--- src/include/sbt_pkg.sv ---
// Purpose: constants and types for the serial link byte transmitter
// Assumes: CLK is the 250 MHz bit clock, one serial bit per CLK
// Notes:   code words are held in send order {a,b,c,d,e,i,f,g,h,j}, a first
package sbt_pkg;
    localparam int CLK_PERIOD_PS = 4000;
    localparam int BITS_PER_CHAR = 10;
    localparam int RP_LOW_PERCENT = 60;
    localparam int RP_LOW_CYCLES = (BITS_PER_CHAR * RP_LOW_PERCENT) / 100;
    localparam logic [3:0] BIT_CNT_LAST = 4'(BITS_PER_CHAR - 1);
    localparam logic [2:0] RP_CNT_LOAD = 3'(RP_LOW_CYCLES - 1);

    localparam logic [7:0] FILL_BYTE = 8'hBC;
    localparam logic [7:0] ALT_BYTE = 8'h4A;
    localparam logic [4:0] X_K28 = 5'h1C;
    localparam logic [4:0] X_D07 = 5'h07;
    localparam logic [2:0] Y_ALT = 3'h7;
    localparam logic [2:0] Y_D3 = 3'h3;
    localparam logic [9:0] VIOL_CODE = 10'h01F;
    localparam logic [9:0] FILL_CODE_NEG = 10'h0FA;
    localparam logic [9:0] FILL_CODE_POS = 10'h305;
    localparam logic [9:0] ALT_CODE = 10'h155;

    localparam logic [7:0] LFSR_SEED = 8'h01;
    localparam logic [7:0] LFSR_LAST = 8'h80;
    localparam logic [7:0] LFSR_TAPS = 8'hB8;

    localparam logic [1:0] ENC_SEL_LOW = 2'h0;
    localparam logic [1:0] ENC_SEL_HIGH = 2'h1;

    localparam int PIN_W = 17;
    localparam int PIN_CKW = 16;
    localparam int PIN_NOW_N = 15;
    localparam int PIN_NEXT_N = 14;
    localparam int PIN_BYTE_HI = 13;
    localparam int PIN_BYTE_LO = 6;
    localparam int PIN_SC = 5;
    localparam int PIN_VIOL = 4;
    localparam int PIN_OPT_OFF = 3;
    localparam int PIN_BIST_N = 2;
    localparam int PIN_MODE_HI = 1;
    localparam int PIN_MODE_LO = 0;

    typedef enum logic [1:0] {SBT_MODE_ENC, SBT_MODE_RAW, SBT_MODE_TEST} sbt_mode_t;
endpackage

--- src/core/sbt_serial_link_byte_transmitter.sv ---
// Purpose: byte loader, 8b/10b encoder, self-test generator and serialiser
// Assumes: write byte clock period is ten CLK cycles; all pins asynchronous
// Notes:   a two-entry code buffer absorbs phase between byte and bit clocks
`timescale 1ns/100ps

// What this block does
// load-now strobe low captures current byte
// load-next strobe low captures following edge's byte
// both strobes high sends K28.5 fill
// character select picks special or data alphabet
// force violation sends violation, ignores byte
// violation overrides the self-test generator
// three-level select: encode, raw, test
// raw mode sends select, byte, violation bits
// bit rate is ten times byte rate
// optical off holds outputs A, B zero; test mode still drives them with the test clock
// self-test idle sends alternating D10.2
// self-test loaded sends repeating test sequence
// violation during self-test restarts sequence
// self-test enable sampled like data
// read strobe low sixty percent per byte
// self-test read strobe low once per loop
// write clock paces bits and byte sampling; bits here run from CLK, the write clock only paces byte sampling
// host uses one strobe for flow control
// encoder tracks running disparity per character
// violation code invalid in both disparities
// test sequence is an agreed pseudo-random generator
module sbt_serial_link_byte_transmitter
    import sbt_pkg::*;
#(
    parameter int BUF_DEPTH = 2
) (
    input wire logic CLK,
    input wire logic RST_B,
    input wire logic CE,
    input wire logic WRITE_BYTE_CLOCK,
    input wire logic LOAD_NOW_STROBE_N,
    input wire logic LOAD_NEXT_STROBE_N,
    input wire logic [7:0] PARALLEL_BYTE_IN,
    input wire logic CONTROL_CHAR_SELECT,
    input wire logic FORCE_VIOLATION,
    input wire logic OPTICAL_OUTPUTS_OFF,
    input wire logic SELF_TEST_ENABLE_N,
    input wire logic [1:0] ENCODING_SELECT,
    output logic FIFO_READ_STROBE_N,
    output logic LOAD_READY,
    output logic SERIAL_OUT_A_P,
    output logic SERIAL_OUT_A_N,
    output logic SERIAL_OUT_B_P,
    output logic SERIAL_OUT_B_N,
    output logic SERIAL_OUT_C_P,
    output logic SERIAL_OUT_C_N
);
    localparam int PW = (BUF_DEPTH > 1) ? $clog2(BUF_DEPTH) : 1;
    localparam int CW = $clog2(BUF_DEPTH + 1);
    localparam logic [CW-1:0] CNT_FULL = CW'(BUF_DEPTH);

    if (BUF_DEPTH < 2 || (BUF_DEPTH & (BUF_DEPTH - 1)) != 0) begin : g_chk
        $error("BUF_DEPTH must be a power of two, at least 2");
    end

    function automatic logic [5:0] code6(input logic [4:0] x);
        case (x)
            5'h00: code6 = 6'b100111;
            5'h01: code6 = 6'b011101;
            5'h02: code6 = 6'b101101;
            5'h03: code6 = 6'b110001;
            5'h04: code6 = 6'b110101;
            5'h05: code6 = 6'b101001;
            5'h06: code6 = 6'b011001;
            5'h07: code6 = 6'b111000;
            5'h08: code6 = 6'b111001;
            5'h09: code6 = 6'b100101;
            5'h0A: code6 = 6'b010101;
            5'h0B: code6 = 6'b110100;
            5'h0C: code6 = 6'b001101;
            5'h0D: code6 = 6'b101100;
            5'h0E: code6 = 6'b011100;
            5'h0F: code6 = 6'b010111;
            5'h10: code6 = 6'b011011;
            5'h11: code6 = 6'b100011;
            5'h12: code6 = 6'b010011;
            5'h13: code6 = 6'b110010;
            5'h14: code6 = 6'b001011;
            5'h15: code6 = 6'b101010;
            5'h16: code6 = 6'b011010;
            5'h17: code6 = 6'b111010;
            5'h18: code6 = 6'b110011;
            5'h19: code6 = 6'b100110;
            5'h1A: code6 = 6'b010110;
            5'h1B: code6 = 6'b110110;
            5'h1C: code6 = 6'b001110;
            5'h1D: code6 = 6'b101110;
            5'h1E: code6 = 6'b011110;
            default: code6 = 6'b101011;
        endcase
    endfunction

    // negative-disparity forms; k selects the special-character column
    function automatic logic [3:0] code4(input logic [2:0] y, input logic k);
        case (y)
            3'h0: code4 = 4'b1011;
            3'h1: code4 = k ? 4'b0110 : 4'b1001;
            3'h2: code4 = k ? 4'b1010 : 4'b0101;
            3'h3: code4 = 4'b1100;
            3'h4: code4 = 4'b1101;
            3'h5: code4 = k ? 4'b0101 : 4'b1010;
            3'h6: code4 = k ? 4'b1001 : 4'b0110;
            default: code4 = k ? 4'b0111 : 4'b1110;
        endcase
    endfunction

    // returns {running disparity after, code}; rd high means positive
    function automatic logic [10:0] enc_char(input logic [7:0] b, input logic k,
                                             input logic rd);
        logic [5:0] c6;
        logic [3:0] c4;
        logic rd6;
        logic alt;
        logic [4:0] x;
        logic [2:0] y;
        x = b[4:0];
        y = b[7:5];
        c6 = (k && x == X_K28) ? 6'b001111 : code6(x);
        if (rd && ($countones(c6) != 3 || x == X_D07)) begin
            c6 = ~c6;
        end
        rd6 = ($countones(c6) == 3) ? rd : ~rd;
        alt = !k && y == Y_ALT && ((!rd6 && (x == 5'h11 || x == 5'h12 || x == 5'h14))
              || (rd6 && (x == 5'h0B || x == 5'h0D || x == 5'h0E)));
        c4 = alt ? 4'b0111 : code4(y, k);
        if (rd6 && (k || $countones(c4) != 2 || y == Y_D3)) begin
            c4 = ~c4;
        end
        enc_char = {(($countones(c4) == 2) ? rd6 : ~rd6), c6, c4};
    endfunction

    // pin synchronisers: s1 feeds only s2; d3 is one sample older than s2
    logic [PIN_W-1:0] pin_s1;
    logic [PIN_W-1:0] pin_s2;
    logic [PIN_W-1:0] pin_d3;
    always_ff @(posedge CLK or negedge RST_B) begin
        if (!RST_B) begin
            pin_s1 <= '0;
            pin_s2 <= '0;
            pin_d3 <= '0;
        end else if (CE) begin
            pin_s1 <= {WRITE_BYTE_CLOCK, LOAD_NOW_STROBE_N, LOAD_NEXT_STROBE_N,
                       PARALLEL_BYTE_IN, CONTROL_CHAR_SELECT, FORCE_VIOLATION,
                       OPTICAL_OUTPUTS_OFF, SELF_TEST_ENABLE_N, ENCODING_SELECT};
            pin_s2 <= pin_s1;
            pin_d3 <= pin_s2;
        end
    end

    // data is taken from the sample just before the clock rose: setup value
    logic byte_edge;
    logic now_n;
    logic next_n;
    logic [7:0] byte_in;
    logic sc;
    logic viol;
    logic bist_n;
    logic opt_off;
    sbt_mode_t mode;
    assign byte_edge = pin_s2[PIN_CKW] && !pin_d3[PIN_CKW];
    assign now_n = pin_d3[PIN_NOW_N];
    assign next_n = pin_d3[PIN_NEXT_N];
    assign byte_in = pin_d3[PIN_BYTE_HI:PIN_BYTE_LO];
    assign sc = pin_d3[PIN_SC];
    assign viol = pin_d3[PIN_VIOL];
    assign bist_n = pin_d3[PIN_BIST_N];
    assign opt_off = pin_s2[PIN_OPT_OFF];

    always_comb begin
        if (pin_s2[PIN_MODE_HI:PIN_MODE_LO] == ENC_SEL_LOW) begin
            mode = SBT_MODE_ENC;
        end else if (pin_s2[PIN_MODE_HI:PIN_MODE_LO] == ENC_SEL_HIGH) begin
            mode = SBT_MODE_RAW;
        end else begin
            mode = SBT_MODE_TEST;
        end
    end

    logic pend_next;
    logic rd;
    logic [7:0] lfsr;
    logic load;
    logic [10:0] enc_out;
    logic [9:0] next_word;
    logic next_rd;
    logic enq_valid;
    logic enq_ready;
    assign load = !now_n || pend_next;

    always_comb begin
        next_rd = rd;
        enc_out = enc_char(FILL_BYTE, 1'b1, rd);
        if (!bist_n) begin
            enc_out = load ? enc_char(lfsr, 1'b0, rd) : enc_char(ALT_BYTE, 1'b0, rd);
        end else if (load) begin
            enc_out = enc_char(byte_in, sc, rd);
        end
        case (mode)
            SBT_MODE_RAW: begin
                next_word = load ? {sc, {<<{byte_in}}, viol} : enc_out[9:0];
                if (!load) begin
                    next_rd = enc_out[10];
                end
            end
            default: begin
                if (viol) begin
                    next_word = VIOL_CODE;
                end else begin
                    next_word = enc_out[9:0];
                    next_rd = enc_out[10];
                end
            end
        endcase
    end

    assign enq_valid = byte_edge && mode != SBT_MODE_TEST;

    always_ff @(posedge CLK or negedge RST_B) begin
        if (!RST_B) begin
            pend_next <= 1'b0;
        end else if (CE && byte_edge) begin
            pend_next <= !next_n;
        end
    end

    always_ff @(posedge CLK or negedge RST_B) begin
        if (!RST_B) begin
            rd <= 1'b0;
        end else if (CE && enq_valid && enq_ready) begin
            rd <= next_rd;
        end
    end

    // free running while loaded; reset, and a violation while self-test is enabled, both reload the seed
    always_ff @(posedge CLK or negedge RST_B) begin
        if (!RST_B) begin
            lfsr <= LFSR_SEED;
        end else if (CE && byte_edge && !bist_n) begin
            if (viol) begin
                lfsr <= LFSR_SEED;
            end else if (load) begin
                lfsr <= {lfsr[6:0], ^(lfsr & LFSR_TAPS)};
            end
        end
    end

    // read strobe: six CLK low per byte, independent of write clock duty
    logic [2:0] rp_cnt;
    logic rp_start;
    assign rp_start = byte_edge && (bist_n ? !now_n : (load && lfsr == LFSR_LAST));
    always_ff @(posedge CLK or negedge RST_B) begin
        if (!RST_B) begin
            rp_cnt <= '0;
            FIFO_READ_STROBE_N <= 1'b1;
        end else if (CE) begin
            if (rp_start) begin
                rp_cnt <= RP_CNT_LOAD;
                FIFO_READ_STROBE_N <= 1'b0;
            end else if (rp_cnt != '0) begin
                rp_cnt <= rp_cnt - 3'h1;
            end else begin
                FIFO_READ_STROBE_N <= 1'b1;
            end
        end
    end

    // two-entry code buffer between byte loader and serialiser
    logic [9:0] buf_mem [BUF_DEPTH];
    logic [PW-1:0] wr_ptr;
    logic [PW-1:0] rd_ptr;
    logic [CW-1:0] buf_cnt;
    logic [3:0] bit_cnt;
    logic deq_ready;
    logic deq_valid;
    logic do_enq;
    logic do_deq;
    assign enq_ready = buf_cnt != CNT_FULL;
    assign deq_valid = buf_cnt != '0;
    assign deq_ready = bit_cnt == BIT_CNT_LAST && mode != SBT_MODE_TEST;
    assign do_enq = enq_valid && enq_ready;
    assign do_deq = deq_valid && deq_ready;

    always_ff @(posedge CLK) begin
        if (CE && do_enq) begin
            buf_mem[wr_ptr] <= next_word;
        end
    end

    always_ff @(posedge CLK or negedge RST_B) begin
        if (!RST_B) begin
            wr_ptr <= '0;
            rd_ptr <= '0;
            buf_cnt <= '0;
            LOAD_READY <= 1'b1;
        end else if (CE) begin
            if (do_enq) begin
                wr_ptr <= wr_ptr + PW'(1);
            end
            if (do_deq) begin
                rd_ptr <= rd_ptr + PW'(1);
            end
            if (do_enq && !do_deq) begin
                buf_cnt <= buf_cnt + CW'(1);
                LOAD_READY <= (buf_cnt + CW'(1)) != CNT_FULL;
            end else if (do_deq && !do_enq) begin
                buf_cnt <= buf_cnt - CW'(1);
                LOAD_READY <= 1'b1;
            end
        end
    end

    // serialiser: one bit per CLK; mid-level select stops the bit clock
    logic [9:0] shreg;
    logic test_clk;
    always_ff @(posedge CLK or negedge RST_B) begin
        if (!RST_B) begin
            bit_cnt <= '0;
            shreg <= FILL_CODE_NEG;
            test_clk <= 1'b0;
        end else if (CE) begin
            if (mode == SBT_MODE_TEST) begin
                test_clk <= !test_clk;
            end else if (bit_cnt == BIT_CNT_LAST) begin
                bit_cnt <= '0;
                // an underrun repeats fill; disparity may slip once there
                shreg <= deq_valid ? buf_mem[rd_ptr] : FILL_CODE_NEG;
            end else begin
                bit_cnt <= bit_cnt + 4'h1;
                shreg <= {shreg[8:0], 1'b0};
            end
        end
    end

    always_ff @(posedge CLK or negedge RST_B) begin
        if (!RST_B) begin
            SERIAL_OUT_A_P <= 1'b0;
            SERIAL_OUT_A_N <= 1'b1;
            SERIAL_OUT_B_P <= 1'b0;
            SERIAL_OUT_B_N <= 1'b1;
            SERIAL_OUT_C_P <= 1'b0;
            SERIAL_OUT_C_N <= 1'b1;
        end else if (CE) begin
            if (mode == SBT_MODE_TEST) begin
                SERIAL_OUT_A_P <= test_clk;
                SERIAL_OUT_A_N <= test_clk;
                SERIAL_OUT_B_P <= !test_clk;
                SERIAL_OUT_B_N <= !test_clk;
            end else begin
                SERIAL_OUT_A_P <= shreg[9] && !opt_off;
                SERIAL_OUT_A_N <= !(shreg[9] && !opt_off);
                SERIAL_OUT_B_P <= shreg[9] && !opt_off;
                SERIAL_OUT_B_N <= !(shreg[9] && !opt_off);
            end
            SERIAL_OUT_C_P <= shreg[9];
            SERIAL_OUT_C_N <= !shreg[9];
        end
    end

    a_load_now_data: assert property (@(posedge CLK) disable iff (!RST_B)
        byte_edge && !now_n && bist_n && !viol && mode == SBT_MODE_ENC
        |-> next_word == enc_char(byte_in, sc, rd)[9:0])
        else $error("load-now byte not encoded");
    a_load_next_taken: assert property (@(posedge CLK) disable iff (!RST_B || !CE)
        byte_edge && !next_n ##1 (!byte_edge)[*5] ##[1:5] byte_edge |-> load)
        else $error("load-next byte not taken at following edge");
    a_fill_when_idle: assert property (@(posedge CLK) disable iff (!RST_B)
        byte_edge && !load && bist_n && !viol && mode == SBT_MODE_ENC
        |-> next_word == FILL_CODE_NEG || next_word == FILL_CODE_POS)
        else $error("idle byte is not fill");
    a_viol_over_bist: assert property (@(posedge CLK) disable iff (!RST_B)
        byte_edge && viol && mode == SBT_MODE_ENC |-> next_word == VIOL_CODE
        && next_rd == rd)
        else $error("violation not sent");
    a_raw_passthru: assert property (@(posedge CLK) disable iff (!RST_B)
        byte_edge && load && mode == SBT_MODE_RAW
        |-> next_word == {sc, byte_in[0], byte_in[1], byte_in[2], byte_in[3],
                          byte_in[4], byte_in[5], byte_in[6], byte_in[7], viol})
        else $error("raw word misordered");
    a_bit_period: assert property (@(posedge CLK) disable iff (!RST_B || !CE)
        bit_cnt == '0 && mode != SBT_MODE_TEST ##1 (mode != SBT_MODE_TEST)[*8]
        ##1 mode != SBT_MODE_TEST
        |-> bit_cnt == BIT_CNT_LAST)
        else $error("word is not ten bits long");
    a_optical_off: assert property (@(posedge CLK) disable iff (!RST_B || !CE)
        opt_off && mode != SBT_MODE_TEST
        |=> !SERIAL_OUT_A_P && SERIAL_OUT_A_N && !SERIAL_OUT_B_P && SERIAL_OUT_B_N
            && SERIAL_OUT_C_P == $past(shreg[9]))
        else $error("optical off not honoured");
    a_bist_alternate: assert property (@(posedge CLK) disable iff (!RST_B)
        byte_edge && !bist_n && !load && !viol && mode == SBT_MODE_ENC
        |-> next_word == ALT_CODE)
        else $error("self-test idle not alternating");
    a_bist_restart: assert property (@(posedge CLK) disable iff (!RST_B || !CE)
        byte_edge && !bist_n && viol |=> lfsr == LFSR_SEED)
        else $error("self-test sequence not restarted");
    a_read_strobe_low: assert property (@(posedge CLK) disable iff (!RST_B || !CE)
        $fell(FIFO_READ_STROBE_N) |-> !FIFO_READ_STROBE_N[*6] ##1 FIFO_READ_STROBE_N)
        else $error("read strobe width wrong");
    a_bist_strobe: assert property (@(posedge CLK) disable iff (!RST_B || !CE)
        byte_edge && !bist_n && lfsr != LFSR_LAST |=> FIFO_READ_STROBE_N)
        else $error("read strobe pulsed inside self-test loop");
    a_disparity_span: assert property (@(posedge CLK) disable iff (!RST_B)
        byte_edge && mode == SBT_MODE_ENC && !viol
        |-> $countones(next_word) >= 4 && $countones(next_word) <= 6
            && (($countones(next_word) == 5) == (next_rd == rd)))
        else $error("code word disparity out of range");
endmodule // sbt_serial_link_byte_transmitter

--- config.mk ---
export PLATFORM = sky130hd
export DESIGN_NAME = sbt_serial_link_byte_transmitter
export DESIGN_NICKNAME = d
export VERILOG_FILES = /design/src/include/sbt_pkg.sv /design/src/core/sbt_serial_link_byte_transmitter.sv
export SDC_FILE = /design/constraint.sdc
export NUM_CORES = 1
export LEC_CHECK = 0
export ABC_CLOCK_PERIOD_IN_PS = 27100
export CAP_MARGIN = 20
export CORE_MARGIN = 10
export CORE_UTILIZATION = 70
export DETAILED_ROUTE_END_ITERATION = 8
export DONT_BUFFER_PORTS = 1
export PLACE_DENSITY = 0.94
export SETUP_SLACK_MARGIN = 0.02
export SLEW_MARGIN = 20
export SYNTH_ARGS = -nofsm -noshare
export SYNTH_HDL_FRONTEND = slang
export SYNTH_SLANG_ARGS = --single-unit
--- constraint.sdc ---
create_clock -name CLK -period 27.1 [get_ports CLK]
set_clock_uncertainty 0.1 [all_clocks]
set_input_delay 1.355 -clock CLK [delete_from_list [all_inputs] [get_ports CLK]]
set_output_delay 1.355 -clock CLK [all_outputs]
set_load 0.01 [all_outputs]
# Word level (Yosys, flattened, before mapping)
# Memory sizes are Yosys's and may differ from the RTL's.
# Cells that the tools add are included.
[totals]
register_bits = 91
latch_bits = 0
ramBits = 20
romBits = 384
inputBits = 20
out_inout_bits = 8
memories = 3
[op_classes]
addsub = 62
n_mul = 0
n_div = 0
order_cmp = 0
eq_ne = 54
shift = 0
muxes = 73
n_bitwise = 12
reduce_logical = 76
[memory_table]
columns = ["name", "depth", "word_bits", "read_ports", "rd_ports_with_merged_regs", "write_ports", "line", "rtl"]
rows = [
  ["(no name shown)", 32, 6, 1, 0, 0, "sbt_serial_link_byte_transmitter.sv:63", "case (x)"],
  ["(no name shown)", 32, 6, 1, 0, 0, "sbt_serial_link_byte_transmitter.sv:63", ""],
  ["buf_mem", 2, 10, 1, 0, 1, "sbt_serial_link_byte_transmitter.sv:274", "logic [9:0] buf_mem [BUF_DEPTH];"],
]
[op_table]
columns = ["cell", "count"]
rows = [
  ["4-bit 2-to-1 mux", 20],
  ["6-bit 2-to-1 mux", 13],
  ["1-bit by 1-bit adder with 2-bit output", 35],
  ["4-bit case mux with 7 select lines", 2],
  ["10-bit 2-to-1 mux", 5],
  ["2-bit by 2-bit adder with 3-bit output", 14],
  ["5-bit == test (second input constant)", 7],
  ["11-bit 2-to-1 mux", 3],
  ["5-bit by 4-bit == test with 1-bit output (second input constant)", 6],
  ["1-bit logical AND", 29],
  ["3-bit by 2-bit adder with 4-bit output", 7],
  ["3-bit by 2-bit == test with 1-bit output (second input constant)", 8],
  ["3-bit == test (second input constant)", 8],
  ["1-bit 2-to-1 mux", 22],
  ["6-bit NOT", 3],
  ["4-bit by 2-bit == test with 1-bit output (second input constant)", 4],
  ["1-bit logical OR", 16],
  ["8-bit 2-to-1 mux", 2],
  ["2-bit AND reduction", 8],
  ["1-bit zero test", 13],
  ["4-bit by 2-bit inequality test with 1-bit output (second input constant)", 3],
  ["4-bit NOT", 3],
  ["5-bit by 3-bit == test with 1-bit output (second input constant)", 2],
  ["2-bit inequality test (second input constant)", 5],
  ["other kinds (21)", 39],
]

# Longest topological paths before layout
[depth]
depth_word = 41
mapped_depth = 43
depth_no_buf = 43

# Worst setup path before layout
# Ideal clock, no wire load.
[synth_timing]
path_type = "reg-to-reg"
start = "register pin_d3[6]"
end = "register rd"
setup_ns = 0.130
t_arrival_ns = 8.937
required_ns = 26.870
setup_slack_ns = 17.933
stages_incl_launch_ff = 39
path_buffers = 0
period_less_slack_ns = 9.167
cell_sequence = "dfrtp_1 inv_1 ha_1 inv_1 o311ai_0 fa_1 fa_1 ha_1 inv_1 fa_1 o31ai_4 xnor2_2 ha_1 inv_1 fa_1 inv_1 ha_1 inv_1 (+3 left out) mux2i_1 o311ai_2 inv_1 fa_1 ha_1 ha_1 nor4b_1 o21ai_0 nand2_2 xor2_1 ha_1 ha_1 ha_1 nand2_1 xnor2_1 a21oi_1 a22oi_1 o21ai_0"
[synth_via]
elab_chain_len = 40
[synth_lines]
columns = ["item", "line", "rtl"]
rows = [
  ["start: declaration", "sbt_serial_link_byte_transmitter.sv:141", "logic [PIN_W-1:0] pin_d3;"],
  ["start signal: assignment", "sbt_serial_link_byte_transmitter.sv:152", "pin_d3 <= pin_s2;"],
  ["memory 32 x 6 bit", "n/a", ""],
  ["6-bit 2-to-1 mux", "sbt_serial_link_byte_transmitter.sv:201", "end else if (load) begin"],
  ["6-bit 2-to-1 mux", "sbt_serial_link_byte_transmitter.sv:199", "if (!bist_n) begin"],
  ["6-bit 2-to-1 mux", "sbt_serial_link_byte_transmitter.sv:124", "c6 = (k && x == X_K28) ? 6'b001111 : code6(x);"],
  ["1-bit by 1-bit adder with 2-bit output (not written as such)", "sbt_serial_link_byte_transmitter.sv:125", "if (rd && ($countones(c6) != 3 || x == X_D07)) begin"],
  ["2-bit by 2-bit adder with 3-bit output (not written as such)", "sbt_serial_link_byte_transmitter.sv:125", ""],
  ["3-bit by 2-bit adder with 4-bit output (not written as such)", "sbt_serial_link_byte_transmitter.sv:125", ""],
  ["4-bit by 2-bit inequality test with 1-bit output", "sbt_serial_link_byte_transmitter.sv:125", ""],
  ["(+24 left out)", "n/a", ""],
  ["1-bit by 1-bit adder with 2-bit output (not written as such)", "sbt_serial_link_byte_transmitter.sv:135", "enc_char = {(($countones(c4) == 2) ? rd6 : ~rd6), c6, c4};"],
  ["2-bit by 2-bit adder with 3-bit output (not written as such)", "sbt_serial_link_byte_transmitter.sv:135", ""],
  ["3-bit by 2-bit == test with 1-bit output", "sbt_serial_link_byte_transmitter.sv:135", ""],
  ["1-bit 2-to-1 mux *", "sbt_serial_link_byte_transmitter.sv:135", ""],
  ["11-bit 2-to-1 mux *", "sbt_serial_link_byte_transmitter.sv:201", ""],
  ["11-bit 2-to-1 mux *", "sbt_serial_link_byte_transmitter.sv:199", ""],
  ["1-bit 2-to-1 mux, on equally long branches", "sbt_serial_link_byte_transmitter.sv:212, sbt_serial_link_byte_transmitter.sv:207", ""],
  ["1-bit 2-to-1 mux *", "sbt_serial_link_byte_transmitter.sv:204", "case (mode)"],
  ["end signal: assignment", "sbt_serial_link_byte_transmitter.sv:236", "rd <= next_rd;"],
  ["end: declaration", "sbt_serial_link_byte_transmitter.sv:186", "logic rd;"],
]
# Every way passes the cells marked *; elsewhere a longest branch is shown, timed or not. The select of a mux whose other input is x is not followed.
# A chain may end at the register's enable or synchronous reset.

# Final worst setup path
[layout_timing]
start = "register pin_d3[7]"
end = "register rd"
# Same word-level chain as after synthesis.

==> impl_results.md <==
- Row cnt: 36
- CP max-delay cell: o311ai_0
- Synth cell types: between 70 and 80
- Number of gates resized after CTS: 0
- Max clock buf depth: 2
- Starting DRT DRC Count: 449
- Nets: about 720
- Avg Inst Size Synth: just over 10 um^2
- Unrepaired setup endpoints after global routing: no
- Largest net degree at the start of global routing: a little under 90
- Most used cell, CP: ha_1
- TritonCTS Buffers: 9
- Ant. Diodes: 0
- Buffers and inverters on the worst path: 7
- Routed wire length: approximately 15,000 um
- Total clock sinks: between 100 and 150
- Initial antenna violation count: 0
- Post-CTS Setup Bufs: 0
- Final setup viols: 0
- Max-Cap Viols: 0
- Post-Syn Area: between 0.006 and 0.007 mm^2
- Fmax: approximately 94 MHz
- Crit path max fanout: 8
- Worst path arrival time: approximately 11 ns
- CORE AREA: a little under 0.01 mm^2
- Slew HR: around a third
- Worst hold slack: between 0.3 and 0.4 ns
- Setup TNS: 0 ns
- Top delay family on crit path: adder cells
- Layout area overhead: 2.51%
- Crit Path Category: flop to flop
- Gr ovfl total: 0
- Final Max Tran Viols: 0
- Hold crit path type: flop to flop
- ANT nets after route: 0
- TritonCTS clock tree: built
- Die height: approximately 120 um
- Sequential area share after synthesis: around 41%
- DR vias: just over 5,000
- DRC viols: 0
- Syn nets: approximately 750
- Measured slew at the worst slew-check pin: 1.02 ns
- EDFF count, synth: 20
- Wire length per cell: roughly 20 um
- Worst hold path depth: 2
- Yosys warns: 0
- H-tree Lvls: 3
- Critical Path Sink Type: flop
- CP Depth: 39
- Outcome: finished, final reports clean
- Clock slew at reported path FFs: 0.11 ns
- Req. time, crit path: around 27 ns
- Half-perimeter wire length after placement: ~11,000 um
- Asr flop ratio synth: between 80% and 90%
- Min Tclk post-route: 10.61 ns
- Main synth FF type: dfrtp_1
- Vias in the first global route: slightly above 5,000
- Initial Util: 71.5%
- Worst path max stage delay: between 0.8 and 0.9 ns
- CTS root buf: clkbuf_8
- #FFs+latches synth: between 100 and 150
- Syn Inst Count: between 600 and 700
- Final count of hold timing violations: 0
- TritonRoute pass-1 iters: 5
- Die area: ~0.014 mm^2
- R2R cell count: 39
- All-Layer GR Usage: between 20% and 30%
- Ports: 28
- Layout cell share with drive strength beyond 1: between 10% and 20%
- Clk Latency, worst-skew pair: approximately 0.40 ns
- Hold buffer count at cts: 0
- Fin crit share: 39.2%
- Gpl congestion: between 0.9 and 1
- IO Port Bufs: 0
- Vias per inst: roughly 6.4
- First-pass GRT wire length: about 26,000 um
- Die width: ~120 um
- Worst setup SP type: flop
==> final timing paths <==
path	start	to	slack [ns]
worst max register to register	pin_d3[7]$_DFFE_PN0P_	rd$_DFFE_PN0P_	16.49
worst max-delay path	pin_d3[7]$_DFFE_PN0P_	rd$_DFFE_PN0P_	16.49
min in group asynchronous	RST_B	lfsr[1]$_DFFE_PN0P_	0.55
worst min register to register	pin_s2[9]$_DFFE_PN0P_	pin_d3[9]$_DFFE_PN0P_	0.39
max in group asynchronous	RST_B	LOAD_READY$_DFFE_PN1P_	26.12
worst min-delay path	pin_s2[9]$_DFFE_PN0P_	pin_d3[9]$_DFFE_PN0P_	0.39
==> kinds of logic after synthesis <==
kind of cell / count (synthesis) / synth area share, %
buffers and inverters: 78 / 4.91
flip-flops: 108 / 40.7
AND/OR/NAND/NOR: 184 / 13.5
XOR/XNOR: 31 / 4.46
adder cells (fa/ha/maj): 53 / 10.9
multiplexers: 68 / 10.6
AO/OA/AOI/OAI: 153 / 15.0
==> worst min-delay path: stages (launching register included) <==
cell and delay, ns:
dfrtp_1 0.36, nand2_1 0.05, o21ai_0 0.05
==> placed cells by master (no fill, tap or decap), drive strengths merged, types with 14 or more instances in the layout <==
cell / n
dfrtp: 76
nand2: 70
mux2: 44
o21ai: 44
inv: 42
ha: 41
nor2: 29
a21oi: 28
mux2i: 24
edfxtp: 20
xnor2: 20
nor3: 17
nand2b: 14
==> flip-flops by register name, summed over array words and instances, names as in the netlist <==
| register | flops |
|---|---|
| SERIAL_OUT_B_N | 1 |
| SERIAL_OUT_B_P | 1 |
| pin_s2 | 17 |
| buf_cnt | 2 |
| SERIAL_OUT_C_P | 1 |
| SERIAL_OUT_A_N | 1 |
| bit_cnt | 4 |
| rd | 1 |
| buf_mem | 20 |
| pin_s1 | 17 |
| test_clk | 1 |
| pin_d3 | 14 |
| shreg | 10 |
| rd_ptr | 1 |
| SERIAL_OUT_C_N | 1 |
| wr_ptr | 1 |
| pend_next | 1 |
| lfsr | 8 |
| LOAD_READY | 1 |
| SERIAL_OUT_A_P | 1 |
| rp_cnt | 3 |
| FIFO_READ_STROBE_N | 1 |
==> metrics by stage <==
stage / util (%) / setup WS (ns) / cells / instance area [um^2]
3_5_place_dp: 71.3 / 16.76 / 770 / 6910
3_3_place_gp: 71.3 / 17.03 / 770 / 6910
6_report: 73.3 / 16.49 / 786 / 7100
2_1_floorplan: - / 17.93 / 675 / 6930
5_1_grt: 73.3 / 15.80 / 786 / 7100
4_1_cts: 73.3 / 16.55 / 786 / 7100
==> final cells by class <==
class / count / area [um^2]
inverter: 39 / 146
clock inverter: 6 / 56.3
multi-input combinational: 489 / 3770
sequential: 108 / 2820
fill: 651 / 2580
timing repair buffer: 1 / 7.51
clock buffer: 10 / 138
tap: 133 / 166
==> cell usage after synthesis, drive strengths merged, types with 12 or more instances <==
cell type | count | area, um^2
ha | 41 | 513
clkbuf | 21 | 78.8
inv | 39 | 146
mux2i | 24 | 240
edfxtp | 20 | 601
nor2 | 29 | 109
xnor2 | 20 | 183
nand2 | 70 | 268
o21ai | 44 | 220
o31ai | 12 | 119
mux2 | 44 | 495
buf | 18 | 115
dfstp | 12 | 315
fa | 12 | 240
nor3 | 17 | 90.1
a211oi | 12 | 95.1
nor2b | 12 | 75.1
dfrtp | 76 | 1900
a21oi | 28 | 140
nand2b | 14 | 87.6
==> routing by layer <==
metal  share of wire (%)  up-vias  wire length (um)  track usage (%)
met1                  40     2468              6100             25.7
met5                   0        -                 0                0
met4                 3.4        0               517             9.28
met3                 6.0       50               929             5.15
met2                  51      186              7880             38.5
li1                    -     2333                 -                -
Power is left out: the tool's default activity adds up to more than one toggle a clock period on the data nets, which glitch-free logic cannot reach.
